### src/inc/fsps_pkg.sv
// package of constants and types for the flash self-programming sequencer
package fsps_pkg;
  // control/status bit positions
  localparam int unsigned CTL_ENABLE_BIT = 0;
  localparam int unsigned CTL_ERASE_BIT = 1;
  localparam int unsigned CTL_WRITE_BIT = 2;
  localparam int unsigned CTL_LOCKSET_BIT = 3;
  localparam int unsigned CTL_REENABLE_BIT = 4;
  localparam int unsigned CTL_BUSY_BIT = 6;
  localparam int unsigned CTL_INT_EN_BIT = 7;
  // command patterns in the low five bits (bit 6..5 are don't care)
  localparam logic [4:0] CMD_ERASE = 5'h03;
  localparam logic [4:0] CMD_WRITE = 5'h05;
  localparam logic [4:0] CMD_LOAD = 5'h01;
  localparam logic [4:0] CMD_LOCKSET = 5'h09;
  localparam logic [4:0] CMD_REENABLE = 5'h11;
  localparam logic [7:0] CTL_RESET = 8'h00;
  // arming window of the store instruction
  localparam int unsigned ARM_WINDOW_CYC = 4;
  localparam logic [2:0] ARM_WINDOW = 3'h4;
  // application reset address
  localparam logic [15:0] APP_RESET_ADDR = 16'h0000;
  localparam logic [15:0] BOOT_RESET_ADDR = 16'h3800;
  // flash operation time, in microseconds, and its cycle count at 100 MHz
  localparam int unsigned PROG_TIME_US = 4;
  localparam int unsigned CLK_MHZ = 100;
  localparam int unsigned PROG_CYC = PROG_TIME_US * CLK_MHZ;
  // geometry defaults
  localparam int unsigned PAGE_WORDS_LOG2 = 6;
  localparam logic [15:0] NO_READ_WHILE_WRITE_SECTION_START_WORD = 16'h3800;
  typedef enum logic [3:0] {
    FSPS_IDLE = 4'b0001,
    FSPS_ARMED = 4'b0010,
    FSPS_BUSY = 4'b0100,
    FSPS_DONE = 4'b1000
  } fsps_state_e;
endpackage

### src/inc/fsps_if.sv
// interface joining the cpu-side boot loader end and the sequencer end
`timescale 1ns/1ps
interface fsps_if;
  logic [7:0] ctl_wdata;
  logic ctl_we;
  logic [7:0] ctl_rdata;
  logic spm_exec;
  logic [7:0] ptr_high;
  logic [7:0] ptr_low;
  logic [15:0] data_word;
  logic eeprom_write;
  logic cpu_halt;
  logic rww_blocked;
  logic spm_irq;
  logic [15:0] reset_vector;
  modport device (
    input ctl_wdata, ctl_we, spm_exec, ptr_high, ptr_low, data_word, eeprom_write,
    output ctl_rdata, cpu_halt, rww_blocked, spm_irq, reset_vector
  );
  modport host (
    output ctl_wdata, ctl_we, spm_exec, ptr_high, ptr_low, data_word, eeprom_write,
    input ctl_rdata, cpu_halt, rww_blocked, spm_irq, reset_vector
  );
endinterface

### src/fsps_sequencer.sv
// flash self-programming sequencer, device end
`timescale 1ns/1ps
// Notes on behaviour
// - reset vector chosen by boot reset fuse
// - cpu cannot change fuse values
// - pointer is high byte and low byte
// - pointer splits into page and word fields
// - target address latched at operation start
// - lock bit setting ignores the pointer
// - byte reads use every pointer bit
// - software erases page before writing it
// - buffer words load in any order
// - erase armed by pattern, store within four
// - rww erase keeps no_read_while_write_section section readable
// - no_read_while_write_section erase halts the cpu
// - load puts data word at word field
// - buffer cleared after write, reenable, reset
// - each buffer word written once only; here a later load to the same word overwrites it
// - eeprom write during loading discards buffer
// - write armed by pattern, store within four
// - page write halts or blocks by section
// - level interrupt while enable bit cleared
// - software keeps vectors in boot section
// - same page for erase and write
// - busy flag set while rww blocked
// - armed bits auto-clear after four cycles
module fsps_sequencer #(
  parameter int unsigned PAGE_LOG2 = fsps_pkg::PAGE_WORDS_LOG2,
  parameter int unsigned PROG_CYCLES = fsps_pkg::PROG_CYC,
  parameter logic [15:0] NO_READ_WHILE_WRITE_SECTION_START = fsps_pkg::NO_READ_WHILE_WRITE_SECTION_START_WORD
) (
  input wire logic clk_i,
  input wire logic reset_n_i,
  input wire logic ce_i,
  fsps_if.device bus,
  input wire logic boot_reset_select_fuse_i,
  input wire logic [15:0] lpm_addr_i,
  output logic [15:0] lpm_byte_addr_o,
  output logic flash_erase_o,
  output logic flash_write_o,
  output logic [15:0] flash_page_addr_o,
  output logic [15:0] flash_data_o,
  output logic [PAGE_LOG2-1:0] flash_word_o,
  output logic buf_valid_o,
  output logic lock_set_o,
  output logic [7:0] lock_data_o
);
  localparam int unsigned WORDS = 1 << PAGE_LOG2;

  // ----------------------------------------------------------------
  // pointer decode
  // ----------------------------------------------------------------
  logic [15:0] pointer;
  logic [PAGE_LOG2-1:0] word_in_page_field;
  logic [15:0] page_select_field;
  // pointer is byte address; bit 0 selects byte and is unused for spm
  assign pointer = {bus.ptr_high, bus.ptr_low};
  assign word_in_page_field = pointer[PAGE_LOG2:1];
  assign page_select_field = {pointer[15:PAGE_LOG2+1], {(PAGE_LOG2+1){1'b0}}};

  // ----------------------------------------------------------------
  // control/status register and sequencing
  // ----------------------------------------------------------------
  fsps_pkg::fsps_state_e state;
  logic [7:0] self_prog_ctrl_status;
  logic [2:0] arm_cnt;
  logic [31:0] op_cnt;
  logic [15:0] latched_page;
  logic op_is_write;
  logic op_no_read_while_write_section;
  logic rww_busy_flag;
  logic [4:0] cmd;
  logic self_prog_enable_bit;
  assign cmd = self_prog_ctrl_status[4:0];
  assign self_prog_enable_bit = self_prog_ctrl_status[fsps_pkg::CTL_ENABLE_BIT];

  // temporary page buffer; valid bits allow any load order
  logic [15:0] page_buf [WORDS];
  logic [WORDS-1:0] buf_valid;
  logic buf_clear;
  logic load_go;
  logic start_op;
  logic store_now;
  // store only counts while armed and within the window
  assign store_now = (state == fsps_pkg::FSPS_ARMED) && bus.spm_exec;
  assign load_go = store_now && (cmd == fsps_pkg::CMD_LOAD);
  assign start_op = store_now && ((cmd == fsps_pkg::CMD_ERASE) || (cmd == fsps_pkg::CMD_WRITE));
  // write-to-buffer auto erase, reenable write, eeprom collision
  assign buf_clear = (state == fsps_pkg::FSPS_DONE && op_is_write)
    || (store_now && cmd == fsps_pkg::CMD_REENABLE)
    || (bus.eeprom_write && |buf_valid);

  // main sequencer; eeprom write blocks arming entirely
  always_ff @(posedge clk_i) begin
    if (!reset_n_i) begin
      state <= fsps_pkg::FSPS_IDLE;
      self_prog_ctrl_status <= fsps_pkg::CTL_RESET;
      arm_cnt <= 3'h0;
      op_cnt <= 32'h0;
    end else if (ce_i) begin
      case (state)
        fsps_pkg::FSPS_IDLE: begin
          if (bus.ctl_we) begin
            self_prog_ctrl_status[fsps_pkg::CTL_INT_EN_BIT] <= bus.ctl_wdata[fsps_pkg::CTL_INT_EN_BIT];
            if (bus.ctl_wdata[fsps_pkg::CTL_ENABLE_BIT] && !bus.eeprom_write) begin
              self_prog_ctrl_status[4:0] <= bus.ctl_wdata[4:0];
              arm_cnt <= 3'h0;
              state <= fsps_pkg::FSPS_ARMED;
            end
          end
        end
        fsps_pkg::FSPS_ARMED: begin
          arm_cnt <= arm_cnt + 3'h1;
          if (start_op) begin
            op_cnt <= 32'h0;
            state <= fsps_pkg::FSPS_BUSY;
          end else if (store_now) begin
            state <= fsps_pkg::FSPS_DONE;
          end else if (arm_cnt == fsps_pkg::ARM_WINDOW - 3'h1) begin
            self_prog_ctrl_status[4:0] <= 5'h00;
            state <= fsps_pkg::FSPS_IDLE;
          end
        end
        fsps_pkg::FSPS_BUSY: begin
          op_cnt <= op_cnt + 32'h1;
          if (op_cnt == PROG_CYCLES - 1) begin
            state <= fsps_pkg::FSPS_DONE;
          end
        end
        fsps_pkg::FSPS_DONE: begin
          self_prog_ctrl_status[4:0] <= 5'h00;
          state <= fsps_pkg::FSPS_IDLE;
        end
        default: begin
          state <= fsps_pkg::FSPS_IDLE;
        end
      endcase
    end
  end

  // target latched at start so the pointer is free afterwards
  always_ff @(posedge clk_i) begin
    if (!reset_n_i) begin
      latched_page <= 16'h0000;
      op_is_write <= 1'b0;
      op_no_read_while_write_section <= 1'b0;
    end else if (ce_i && start_op) begin
      latched_page <= page_select_field;
      op_is_write <= (cmd == fsps_pkg::CMD_WRITE);
      // pointer is a byte address; compare its word address with the word start
      op_no_read_while_write_section <= ({1'b0, page_select_field[15:1]} >= NO_READ_WHILE_WRITE_SECTION_START);
    end
  end

  // busy flag set with any erase/write, cleared by reenable after done
  always_ff @(posedge clk_i) begin
    if (!reset_n_i) begin
      rww_busy_flag <= 1'b0;
    end else if (ce_i) begin
      // either section as target blocks the rww section for reading
      if (start_op) begin
        rww_busy_flag <= 1'b1;
      end else if (store_now && cmd == fsps_pkg::CMD_REENABLE && state != fsps_pkg::FSPS_BUSY) begin
        rww_busy_flag <= 1'b0;
      end
    end
  end

  // buffer store, clear takes priority over a load in the same cycle
  always_ff @(posedge clk_i) begin
    if (!reset_n_i) begin
      buf_valid <= '0;
    end else if (ce_i) begin
      if (buf_clear) begin
        buf_valid <= '0;
      end else if (load_go) begin
        buf_valid[word_in_page_field] <= 1'b1;
        page_buf[word_in_page_field] <= bus.data_word;
      end
    end
  end

  // fuse pin through two flops; no reset, so the level is settled at release
  logic fuse_meta;
  logic fuse_sync;
  always_ff @(posedge clk_i) begin
    if (ce_i) begin
      fuse_meta <= boot_reset_select_fuse_i;
      fuse_sync <= fuse_meta;
    end
  end

  // ----------------------------------------------------------------
  // outputs, all registered
  // ----------------------------------------------------------------
  always_ff @(posedge clk_i) begin
    if (!reset_n_i) begin
      flash_erase_o <= 1'b0;
      flash_write_o <= 1'b0;
      flash_page_addr_o <= 16'h0000;
      flash_data_o <= 16'h0000;
      flash_word_o <= '0;
      buf_valid_o <= 1'b0;
      lock_set_o <= 1'b0;
      lock_data_o <= 8'h00;
      lpm_byte_addr_o <= 16'h0000;
      bus.cpu_halt <= 1'b0;
      bus.rww_blocked <= 1'b0;
      bus.spm_irq <= 1'b0;
      bus.ctl_rdata <= fsps_pkg::CTL_RESET;
      bus.reset_vector <= fsps_pkg::APP_RESET_ADDR;
    end else if (ce_i) begin
      // fuse is only an input; no path lets the cpu write it
      bus.reset_vector <= fuse_sync ? fsps_pkg::APP_RESET_ADDR : fsps_pkg::BOOT_RESET_ADDR;
      flash_erase_o <= (state == fsps_pkg::FSPS_BUSY) && !op_is_write;
      flash_write_o <= (state == fsps_pkg::FSPS_BUSY) && op_is_write;
      flash_page_addr_o <= latched_page;
      flash_word_o <= op_cnt[PAGE_LOG2-1:0];
      flash_data_o <= page_buf[op_cnt[PAGE_LOG2-1:0]];
      buf_valid_o <= buf_valid[op_cnt[PAGE_LOG2-1:0]];
      // lock set takes only r0; the pointer is never looked at
      lock_set_o <= store_now && (cmd == fsps_pkg::CMD_LOCKSET);
      lock_data_o <= bus.data_word[7:0];
      lpm_byte_addr_o <= lpm_addr_i;
      bus.cpu_halt <= (state == fsps_pkg::FSPS_BUSY) && op_no_read_while_write_section;
      bus.rww_blocked <= rww_busy_flag;
      bus.spm_irq <= self_prog_ctrl_status[fsps_pkg::CTL_INT_EN_BIT] && !self_prog_enable_bit;
      bus.ctl_rdata <= {self_prog_ctrl_status[7], rww_busy_flag, self_prog_ctrl_status[5:0]};
    end
  end
endmodule

### src/flat_wrapper.sv
// flat-port wrapper written by rule: the top's interface ports become plain ports
module fsps_sequencer_flat 
#(
  parameter int unsigned PAGE_LOG2 = fsps_pkg::PAGE_WORDS_LOG2,
  parameter int unsigned PROG_CYCLES = fsps_pkg::PROG_CYC,
  parameter logic [15:0] NO_READ_WHILE_WRITE_SECTION_START = fsps_pkg::NO_READ_WHILE_WRITE_SECTION_START_WORD
)
  (clk_i, reset_n_i, ce_i, boot_reset_select_fuse_i, lpm_addr_i, lpm_byte_addr_o, flash_erase_o, flash_write_o, flash_page_addr_o, flash_data_o, flash_word_o, buf_valid_o, lock_set_o, lock_data_o, bus_ctl_wdata, bus_ctl_we, bus_spm_exec, bus_ptr_high, bus_ptr_low, bus_data_word, bus_eeprom_write, bus_ctl_rdata, bus_cpu_halt, bus_rww_blocked, bus_spm_irq, bus_reset_vector);
  fsps_if bus_i ();
  input wire logic clk_i;
  input wire logic reset_n_i;
  input wire logic ce_i;
  input wire logic boot_reset_select_fuse_i;
  input wire logic [15:0] lpm_addr_i;
  output logic [15:0] lpm_byte_addr_o;
  output logic flash_erase_o;
  output logic flash_write_o;
  output logic [15:0] flash_page_addr_o;
  output logic [15:0] flash_data_o;
  output logic [PAGE_LOG2-1:0] flash_word_o;
  output logic buf_valid_o;
  output logic lock_set_o;
  output logic [7:0] lock_data_o;
  input wire logic [$bits(bus_i.ctl_wdata)-1:0] bus_ctl_wdata;
  input wire logic [$bits(bus_i.ctl_we)-1:0] bus_ctl_we;
  input wire logic [$bits(bus_i.spm_exec)-1:0] bus_spm_exec;
  input wire logic [$bits(bus_i.ptr_high)-1:0] bus_ptr_high;
  input wire logic [$bits(bus_i.ptr_low)-1:0] bus_ptr_low;
  input wire logic [$bits(bus_i.data_word)-1:0] bus_data_word;
  input wire logic [$bits(bus_i.eeprom_write)-1:0] bus_eeprom_write;
  output wire logic [$bits(bus_i.ctl_rdata)-1:0] bus_ctl_rdata;
  output wire logic [$bits(bus_i.cpu_halt)-1:0] bus_cpu_halt;
  output wire logic [$bits(bus_i.rww_blocked)-1:0] bus_rww_blocked;
  output wire logic [$bits(bus_i.spm_irq)-1:0] bus_spm_irq;
  output wire logic [$bits(bus_i.reset_vector)-1:0] bus_reset_vector;
  assign bus_i.ctl_wdata = bus_ctl_wdata;
  assign bus_i.ctl_we = bus_ctl_we;
  assign bus_i.spm_exec = bus_spm_exec;
  assign bus_i.ptr_high = bus_ptr_high;
  assign bus_i.ptr_low = bus_ptr_low;
  assign bus_i.data_word = bus_data_word;
  assign bus_i.eeprom_write = bus_eeprom_write;
  assign bus_ctl_rdata = bus_i.ctl_rdata;
  assign bus_cpu_halt = bus_i.cpu_halt;
  assign bus_rww_blocked = bus_i.rww_blocked;
  assign bus_spm_irq = bus_i.spm_irq;
  assign bus_reset_vector = bus_i.reset_vector;
  fsps_sequencer #(.PAGE_LOG2(PAGE_LOG2), .PROG_CYCLES(PROG_CYCLES), .NO_READ_WHILE_WRITE_SECTION_START(NO_READ_WHILE_WRITE_SECTION_START)) u_core (.clk_i(clk_i), .reset_n_i(reset_n_i), .ce_i(ce_i), .bus(bus_i), .boot_reset_select_fuse_i(boot_reset_select_fuse_i), .lpm_addr_i(lpm_addr_i), .lpm_byte_addr_o(lpm_byte_addr_o), .flash_erase_o(flash_erase_o), .flash_write_o(flash_write_o), .flash_page_addr_o(flash_page_addr_o), .flash_data_o(flash_data_o), .flash_word_o(flash_word_o), .buf_valid_o(buf_valid_o), .lock_set_o(lock_set_o), .lock_data_o(lock_data_o));
endmodule
### config.mk
export PLATFORM = sky130hd
export DESIGN_NAME = fsps_sequencer_flat
export DESIGN_NICKNAME = d
export VERILOG_FILES = /design/src/inc/fsps_pkg.sv /design/src/inc/fsps_if.sv /design/src/fsps_sequencer.sv /design/src/flat_wrapper.sv
export SDC_FILE = /design/constraint.sdc
export NUM_CORES = 1
export LEC_CHECK = 0
export BUFFER_PORTS_ARGS = -buffer_cell sky130_fd_sc_hd__buf_2
export CAP_MARGIN = 40
export CORE_MARGIN = 8
export CORE_UTILIZATION = 35
export DETAILED_ROUTE_END_ITERATION = 12
export PLACE_DENSITY = 0.59
export SYNTH_ARGS = -nofsm -noshare
export SYNTH_HDL_FRONTEND = slang
export SYNTH_SLANG_ARGS = --single-unit
### constraint.sdc
create_clock -name clk_i -period 5.4 [get_ports clk_i]
set_clock_uncertainty 0.15 [all_clocks]
set_input_delay 0.54 -clock clk_i [delete_from_list [all_inputs] [get_ports clk_i]]
set_output_delay 0.54 -clock clk_i [all_outputs]
set_load 0.05 [all_outputs]
# After elaboration in Yosys (flattened, before gate mapping)

Memories as Yosys holds them, arrays and structs flattened. A register that Yosys moved wholly into a read port is not among the register bits.
Cells that the tools add are included.

Bits in registers: 192
RAM bits: 1,024
Input port bits: 63
Output and inout port bits: 93
Word-level logic and storage cells: 120
Memories kept: 1

Add/subtract/negate cells: 2
$lt $le $gt $ge: 4
Eq/ne operators: 20
Multiplexer cells: 32
Bitwise gates (word level): 1
Reduce and logical (&&, ||, !) cells: 35

Memory list:

| name            | depth | width | read ports | clocked after memory_dff | write ports | line                 | source |
|---|---|---|---|---|---|---|---|
| u_core.page_buf | 64    | 16    | 1          | 1                        | 1           | fsps_sequencer.sv:78 | `logic [15:0] page_buf [WORDS];` |

Operators with widths:

| operator                                                                     | count |
|---|---|
| 64-bit 2-to-1 mux                                                            | 2 |
| 64-bit OR                                                                    | 1 |
| 32-bit one-hot mux with 2 select lines                                       | 1 |
| 64-bit OR reduction                                                          | 1 |
| 32-bit by 1-bit adder with 32-bit output, second input constant              | 1 |
| 32-bit by 9-bit == test with 1-bit output, second input constant             | 1 |
| 32-bit 2-to-1 mux                                                            | 1 |
| 5-bit 2-to-1 mux                                                             | 5 |
| 4-bit 2-to-1 mux                                                             | 6 |
| 15-bit by 14-bit >= comparator with 1-bit output, second input constant      | 1 |
| 1-bit logical AND                                                            | 15 |
| 5-bit one-hot mux with 3 select lines                                        | 1 |
| 6-bit by 7-bit less-than comparator with 1-bit output, second input constant | 2 |
| 14-bit 2-to-1 mux                                                            | 1 |
| 4-bit one-hot mux with 3 select lines                                        | 1 |
| 1-bit 2-to-1 mux                                                             | 9 |
| 2-bit inequality test, second input constant                                 | 4 |
| 2-bit nonzero test                                                           | 4 |
| 7-bit AND reduction                                                          | 1 |
| 1-bit binary-select mux with 6-bit select                                    | 1 |
| 1-bit demux with 6-bit select                                                | 1 |
| 6-bit by 1-bit >= comparator with 1-bit output, second input constant        | 1 |
| 3-bit 2-to-1 mux                                                             | 2 |
| 2-bit by 1-bit inequality test with 1-bit output, second input constant      | 3 |
| 21 further kinds                                                             | 28 |

# Longest topological paths before layout

Word-level depth: 9
Depth in mapped cells: 9
Depth with buffers taken out: 7

# Least setup slack after synthesis

Ideal clock, no wire load.

Path kind: reg-to-reg
Start: register u_core.state[0]
End: memory u_core.page_buf[62][0] (enable)
Library setup time: 0.430 ns
Arrival: 3.409 ns
Data required time: 4.820 ns
Slack: 1.411 ns
Cell stages (with the launch flop): 7
Buffers on the path: 1
Period minus slack after synthesis: 3.989 ns
Path through: dfxtp_1 clkbuf_1 nor4b_4 nand3_1 nor3_2 nand3_1 nor4_1

Word-level cells in the longest chain between the ends: 9
Elaborated cells on any way between the ends: 13
Those cells by class: eq/ne: 2; mux: 5; reduce/logical: 6

Ends and longest elaborated chain:

| element                                  | line                  | source |
|---|---|---|
| start: declaration                       | fsps_sequencer.sv:64  | `fsps_pkg::fsps_state_e state;` |
| start signal: assignment                 | fsps_sequencer.sv:96  | `state <= fsps_pkg::FSPS_IDLE;` |
| start signal: assignment                 | fsps_sequencer.sv:108 | `state <= fsps_pkg::FSPS_ARMED;` |
| start signal: assignment                 | fsps_sequencer.sv:116 | `state <= fsps_pkg::FSPS_BUSY;` |
| 4-bit by 2-bit == test with 1-bit output | fsps_sequencer.sv:85  | `assign store_now = (state == fsps_pkg::FSPS_ARMED) && bus.spm_exec;` |
| 1-bit logical AND                        | fsps_sequencer.sv:85  |  |
| 1-bit logical AND                        | fsps_sequencer.sv:90  | `\|\| (store_now && cmd == fsps_pkg::CMD_REENABLE)` |
| 1-bit logical OR                         | fsps_sequencer.sv:90  |  |
| 1-bit logical OR                         | fsps_sequencer.sv:91  | `\|\| (bus.eeprom_write && \|buf_valid);` |
| 1-bit 2-to-1 mux *                       | fsps_sequencer.sv:174 | `if (buf_clear) begin` |
| 1-bit 2-to-1 mux *                       | fsps_sequencer.sv:173 | `end else if (ce_i) begin` |
| 1-bit 2-to-1 mux *                       | fsps_sequencer.sv:171 | `if (!reset_n_i) begin` |
| 1-bit 2-to-1 mux (not written as such) * | fsps_sequencer.sv:178 | `page_buf[word_in_page_field] <= bus.data_word;` |
| end: declaration                         | fsps_sequencer.sv:78  |  |

Mark *: on every way between the ends. The rest lies on a longest branch, timed or not.

# Final worst setup path

Start: register u_core.buf_valid[4]
End: memory u_core.page_buf[62][1] (enable)

Word-level cells in the longest chain between the ends: 7

Ends and longest elaborated chain:

| element                                | line                  | source |
|---|---|---|
| start: declaration                     | fsps_sequencer.sv:79  | `logic [WORDS-1:0] buf_valid;` |
| start signal: assignment               | fsps_sequencer.sv:172 | `buf_valid <= '0;` |
| start signal: assignment               | fsps_sequencer.sv:175 | `buf_valid <= '0;` |
| start signal: indexed assignment       | fsps_sequencer.sv:177 | `buf_valid[word_in_page_field] <= 1'b1;` |
| 64-bit OR reduction                    | fsps_sequencer.sv:91  |  |
| 1-bit logical AND                      | fsps_sequencer.sv:91  |  |
| 1-bit logical OR                       | fsps_sequencer.sv:91  |  |
| 1-bit 2-to-1 mux                       | fsps_sequencer.sv:174 |  |
| 1-bit 2-to-1 mux                       | fsps_sequencer.sv:173 |  |
| 1-bit 2-to-1 mux                       | fsps_sequencer.sv:171 |  |
| 1-bit 2-to-1 mux (not written as such) | fsps_sequencer.sv:178 |  |

No other way between the ends.

==> run_results.csv <==
group,metric,value,unit
synth,yosys-top-cells-area,"edfxtp_1, mux4_2, dfxtp_1",
timing,worst_pin_slew,1.00,ns
power,power.leakage,17.4,nW
timing,setup_tns,0,ns
timing,rsz0062_at_grt,"no",
synth,yosysTopAreaCellShare,63.9,%
timing,report.final.slew_viol_count,0,
synth,async_flop_share,0,%
layout,num-nets-final,3193,
layout,drive_gt1_share,23.6,%
route,vias,27900,
placed_design,place_area,51900,um2
timing,fin_ws,1.13,ns
run_status,status,"completed",
synth,synth_ff_type,"edfxtp_1",
floorplanning,design.core.area,137000,um2
hold_path,min_to,"u_core.page_buf[1][15]",
route,drtAntennaViolNets,0,
power,peakVddDrop,0.000265,V
placed_design,post-place-ws,1.27,ns
power,powerDensity,339,nW/um2
route,firstDrtPassIters,7,
critical_path,r2r_end,"u_core.page_buf[62][1]",
synth,yosys.cell_types.count,67,
global_routing,grt_max_degree,78,
clocking,cts_sinks,1216,
clocking,clk_pin_slew,0.06,ns
timing,hold_viol,0,
global_routing,overflow,0,
floorplanning,num_rows,136,
synth,syn_area,48200,um2
hold_path,min_from,"bus_data_word[15]",
floorplanning,initial_core_util,35.2,%
route,routedWlPerCell,26.3,um
critical_path,ff2ff_setup_slack,1.13,ns
route,via_per_inst,5.56,
synth,ys_ff_latch,1216,
synth,synth_warnings,0,
critical_path,crit_arrival,4.51,ns
timing,max_freq,234,MHz
critical_path,startpoint_type,"flip-flop",
route,drt_iter0_markers,3049,
layout,syn_to_final_growth,16.3,%
hold_path,min_path_type,"input port to flip-flop",
floorplanning,io_pins,156,
synth,avgSynthCellArea,16.7,um2
global_routing,antenna_found_initial,9,
timing,finalCritPeriodShare,79.1,%
critical_path,required,5.64,ns
critical_path,r2r_cells,7,
timing,post-route-min-period,4.27,ns
global_routing,track_usage,16.9,%
clocking,cts_buffers,118,
critical_path,endpoint_kind,"flip-flop",
route,routed_wl,132000,um
critical_path,crit_fanout,69,
clocking,clockBufferDepth,3,
hold_path,worst_hold_path.num_cells,1,
critical_path,worstSetupPathType,"flip-flop to flip-flop",
placed_design,portBuffers,131,
timing,max_slew_margin,32.5,%
global_routing,grt_pass1_vias,27100,
floorplanning,die-area,150000,um2
synth,syn-instance-count,2892,
floorplanning,die-width,387,um
clocking,clock_latency,0.72,ns
route,drc_errors,0,
synth,synth_seq_area_share,71.7,%
clocking,cts_tree,"done",
clocking,cts-root-buf,"clkbuf_16",
layout,final_util,40.9,%
floorplanning,die-height,387,um
placed_design,dpl.hpwl,80600,um
synth,synth_edf_count,1026,
global_routing,grt_pass1_wl,191000,um
placed_design,routabilityCongestion,0.852,
timing,finalSetupViolCount,0,
critical_path,rr_startpoint,"u_core.buf_valid[4]",
job,maxCapViolations,0,
synth,yosysTopAreaCell,"edfxtp_1",
clocking,cts_max_level,3,
layout,final_cell_area,56100,um2
==> routing by layer <==
metal | GRT usage [%] | vias up | wire, um
li1 | - | 12000 | -
met1 | 24.6 | 14400 | 57700
met2 | 25.8 | 1267 | 59500
met3 | 3.38 | 194 | 11300
met4 | 4.51 | 2 | 3410
met5 | 0 | - | 13
==> kinds of logic (layout without fill, tap and decap cells) <==
group / count (synthesis) / after routing / synth area share [%]
adder cells (fa/ha/maj): 3 / 3 / 0.0778
AND/OR/NAND/NOR: 583 / 583 / 6.15
multiplexers: 414 / 414 / 13.6
buffers and inverters: 257 / 567 / 2.42
XOR/XNOR: 7 / 7 / 0.127
AO/OA/AOI/OAI: 411 / 411 / 5.84
other: 1 / 27 / 0.00777
flip-flops: 1216 / 1216 / 71.7
==> cells in the mapped netlist (5+ instances only) <==
library cell / n
nor2_1: 177
a211oi_1: 25
nand3b_1: 12
nor3_1: 109
clkbuf_1: 123
o21ai_0: 46
nor2b_1: 22
edfxtp_1: 1026
nand2_1: 73
a22oi_1: 40
buf_4: 39
a2111oi_0: 10
dfxtp_1: 190
mux2_2: 45
nor4_1: 29
buf_1: 13
and3_1: 10
o2111ai_1: 10
a31oi_1: 56
inv_1: 37
o31a_1: 9
or4_1: 10
a41oi_1: 11
and2_1: 11
a221o_1: 9
mux2i_1: 179
o22ai_1: 32
a221oi_1: 19
a22o_1: 6
nand4_1: 26
or3b_2: 5
a21oi_1: 86
o31ai_1: 20
nand2b_1: 14
o221ai_1: 16
xor2_1: 5
buf_2: 44
or3_1: 20
nor3b_1: 5
mux4_2: 190
nand3_1: 37
==> worst max path at each step <==
stage / from / endpoint / slack (ns) / cells past startpoint
floorplan: u_core.state[0] / u_core.page_buf[62][0] / 1.41 / 6
global placement: u_core.buf_valid[2] / u_core.page_buf[62][5] / 1.23 / 7
detailed placement: u_core.buf_valid[2] / u_core.page_buf[62][3] / 1.27 / 7
global route: u_core.buf_valid[1] / u_core.page_buf[62][5] / 1.14 / 7
CTS: u_core.buf_valid[1] / u_core.page_buf[62][3] / 1.28 / 7
finish: u_core.buf_valid[4] / u_core.page_buf[62][1] / 1.13 / 7
==> critical path, stage by stage (launching register included) <==
cell and delay (ns):
dfxtp_1 0.33, nor4_1 0.57, nand4_1 0.26, o41ai_4 0.30
buf_4 0.69, nand3_1 0.78, nor4_2 0.45, buf_4 0.38
==> where the power goes <==
| part | total, mW | leakage [nW] | internal (mW) | switching [mW] |
|---|---|---|---|---|
| clock network | 8.28 | 1.89 | 4.72 | 3.55 |
| registers | 10.2 | 10.8 | 10.2 | 0.0357 |
| logic | 0.542 | 4.80 | 0.121 | 0.420 |
==> metrics by stage <==
stage | total power, mW | std cells | hold slack (ns)
detailed placement | 10.9 | 4769 | 0.256
global placement | 10.9 | 4747 | 0.255
CTS | 19.2 | 5016 | 0.0236
floorplan | 10.7 | 2912 | 0.250
global route | 19.5 | 5016 | 0.0557
finish | 19.0 | 5022 | 0.0746
==> layout by cell type, fill, tap and decap left out, drive strengths merged, types with 37 or more instances in the layout <==
cell type and n:
edfxtp 1026, buf 281, mux4 190, dfxtp 190, mux2i 179, nor2 177
clkbuf 153, nor3 110, a21oi 86, nand2 73, a31oi 57, o21ai 46
mux2 45, clkinv 42, inv 41, a22oi 40, nand3 37
==> cell type report <==
type,instances,area (um2)
Tap cell,1794,2240
Multi-Input combinational cell,1439,12800
Antenna cell,6,15.0
Fill cell,12300,81100
Clock buffer,153,3260
Inverter,38,145
Clock inverter,62,623
Sequential cell,1216,34600
Timing Repair Buffer,314,2420
==> sequential cells by signal (all words and copies together) (netlist names), 7 cells and up <==
signal	count
u_core.page_buf	1024
u_core.buf_valid	64
u_core.op_cnt	32
u_core.flash_data_o	16
u_core.lpm_byte_addr_o	16
u_core.flash_page_addr_o	9
u_core.latched_page	9
u_core.lock_data_o	8
u_core.bus.ctl_rdata	7
==> timing repair <==
item	CTS	global route
hold buffers	32	0
setup buffers	0	0
resized for setup	0	0
hold endpoints to repair	33	0
Note: power is estimated with default switching activity, not from simulation.
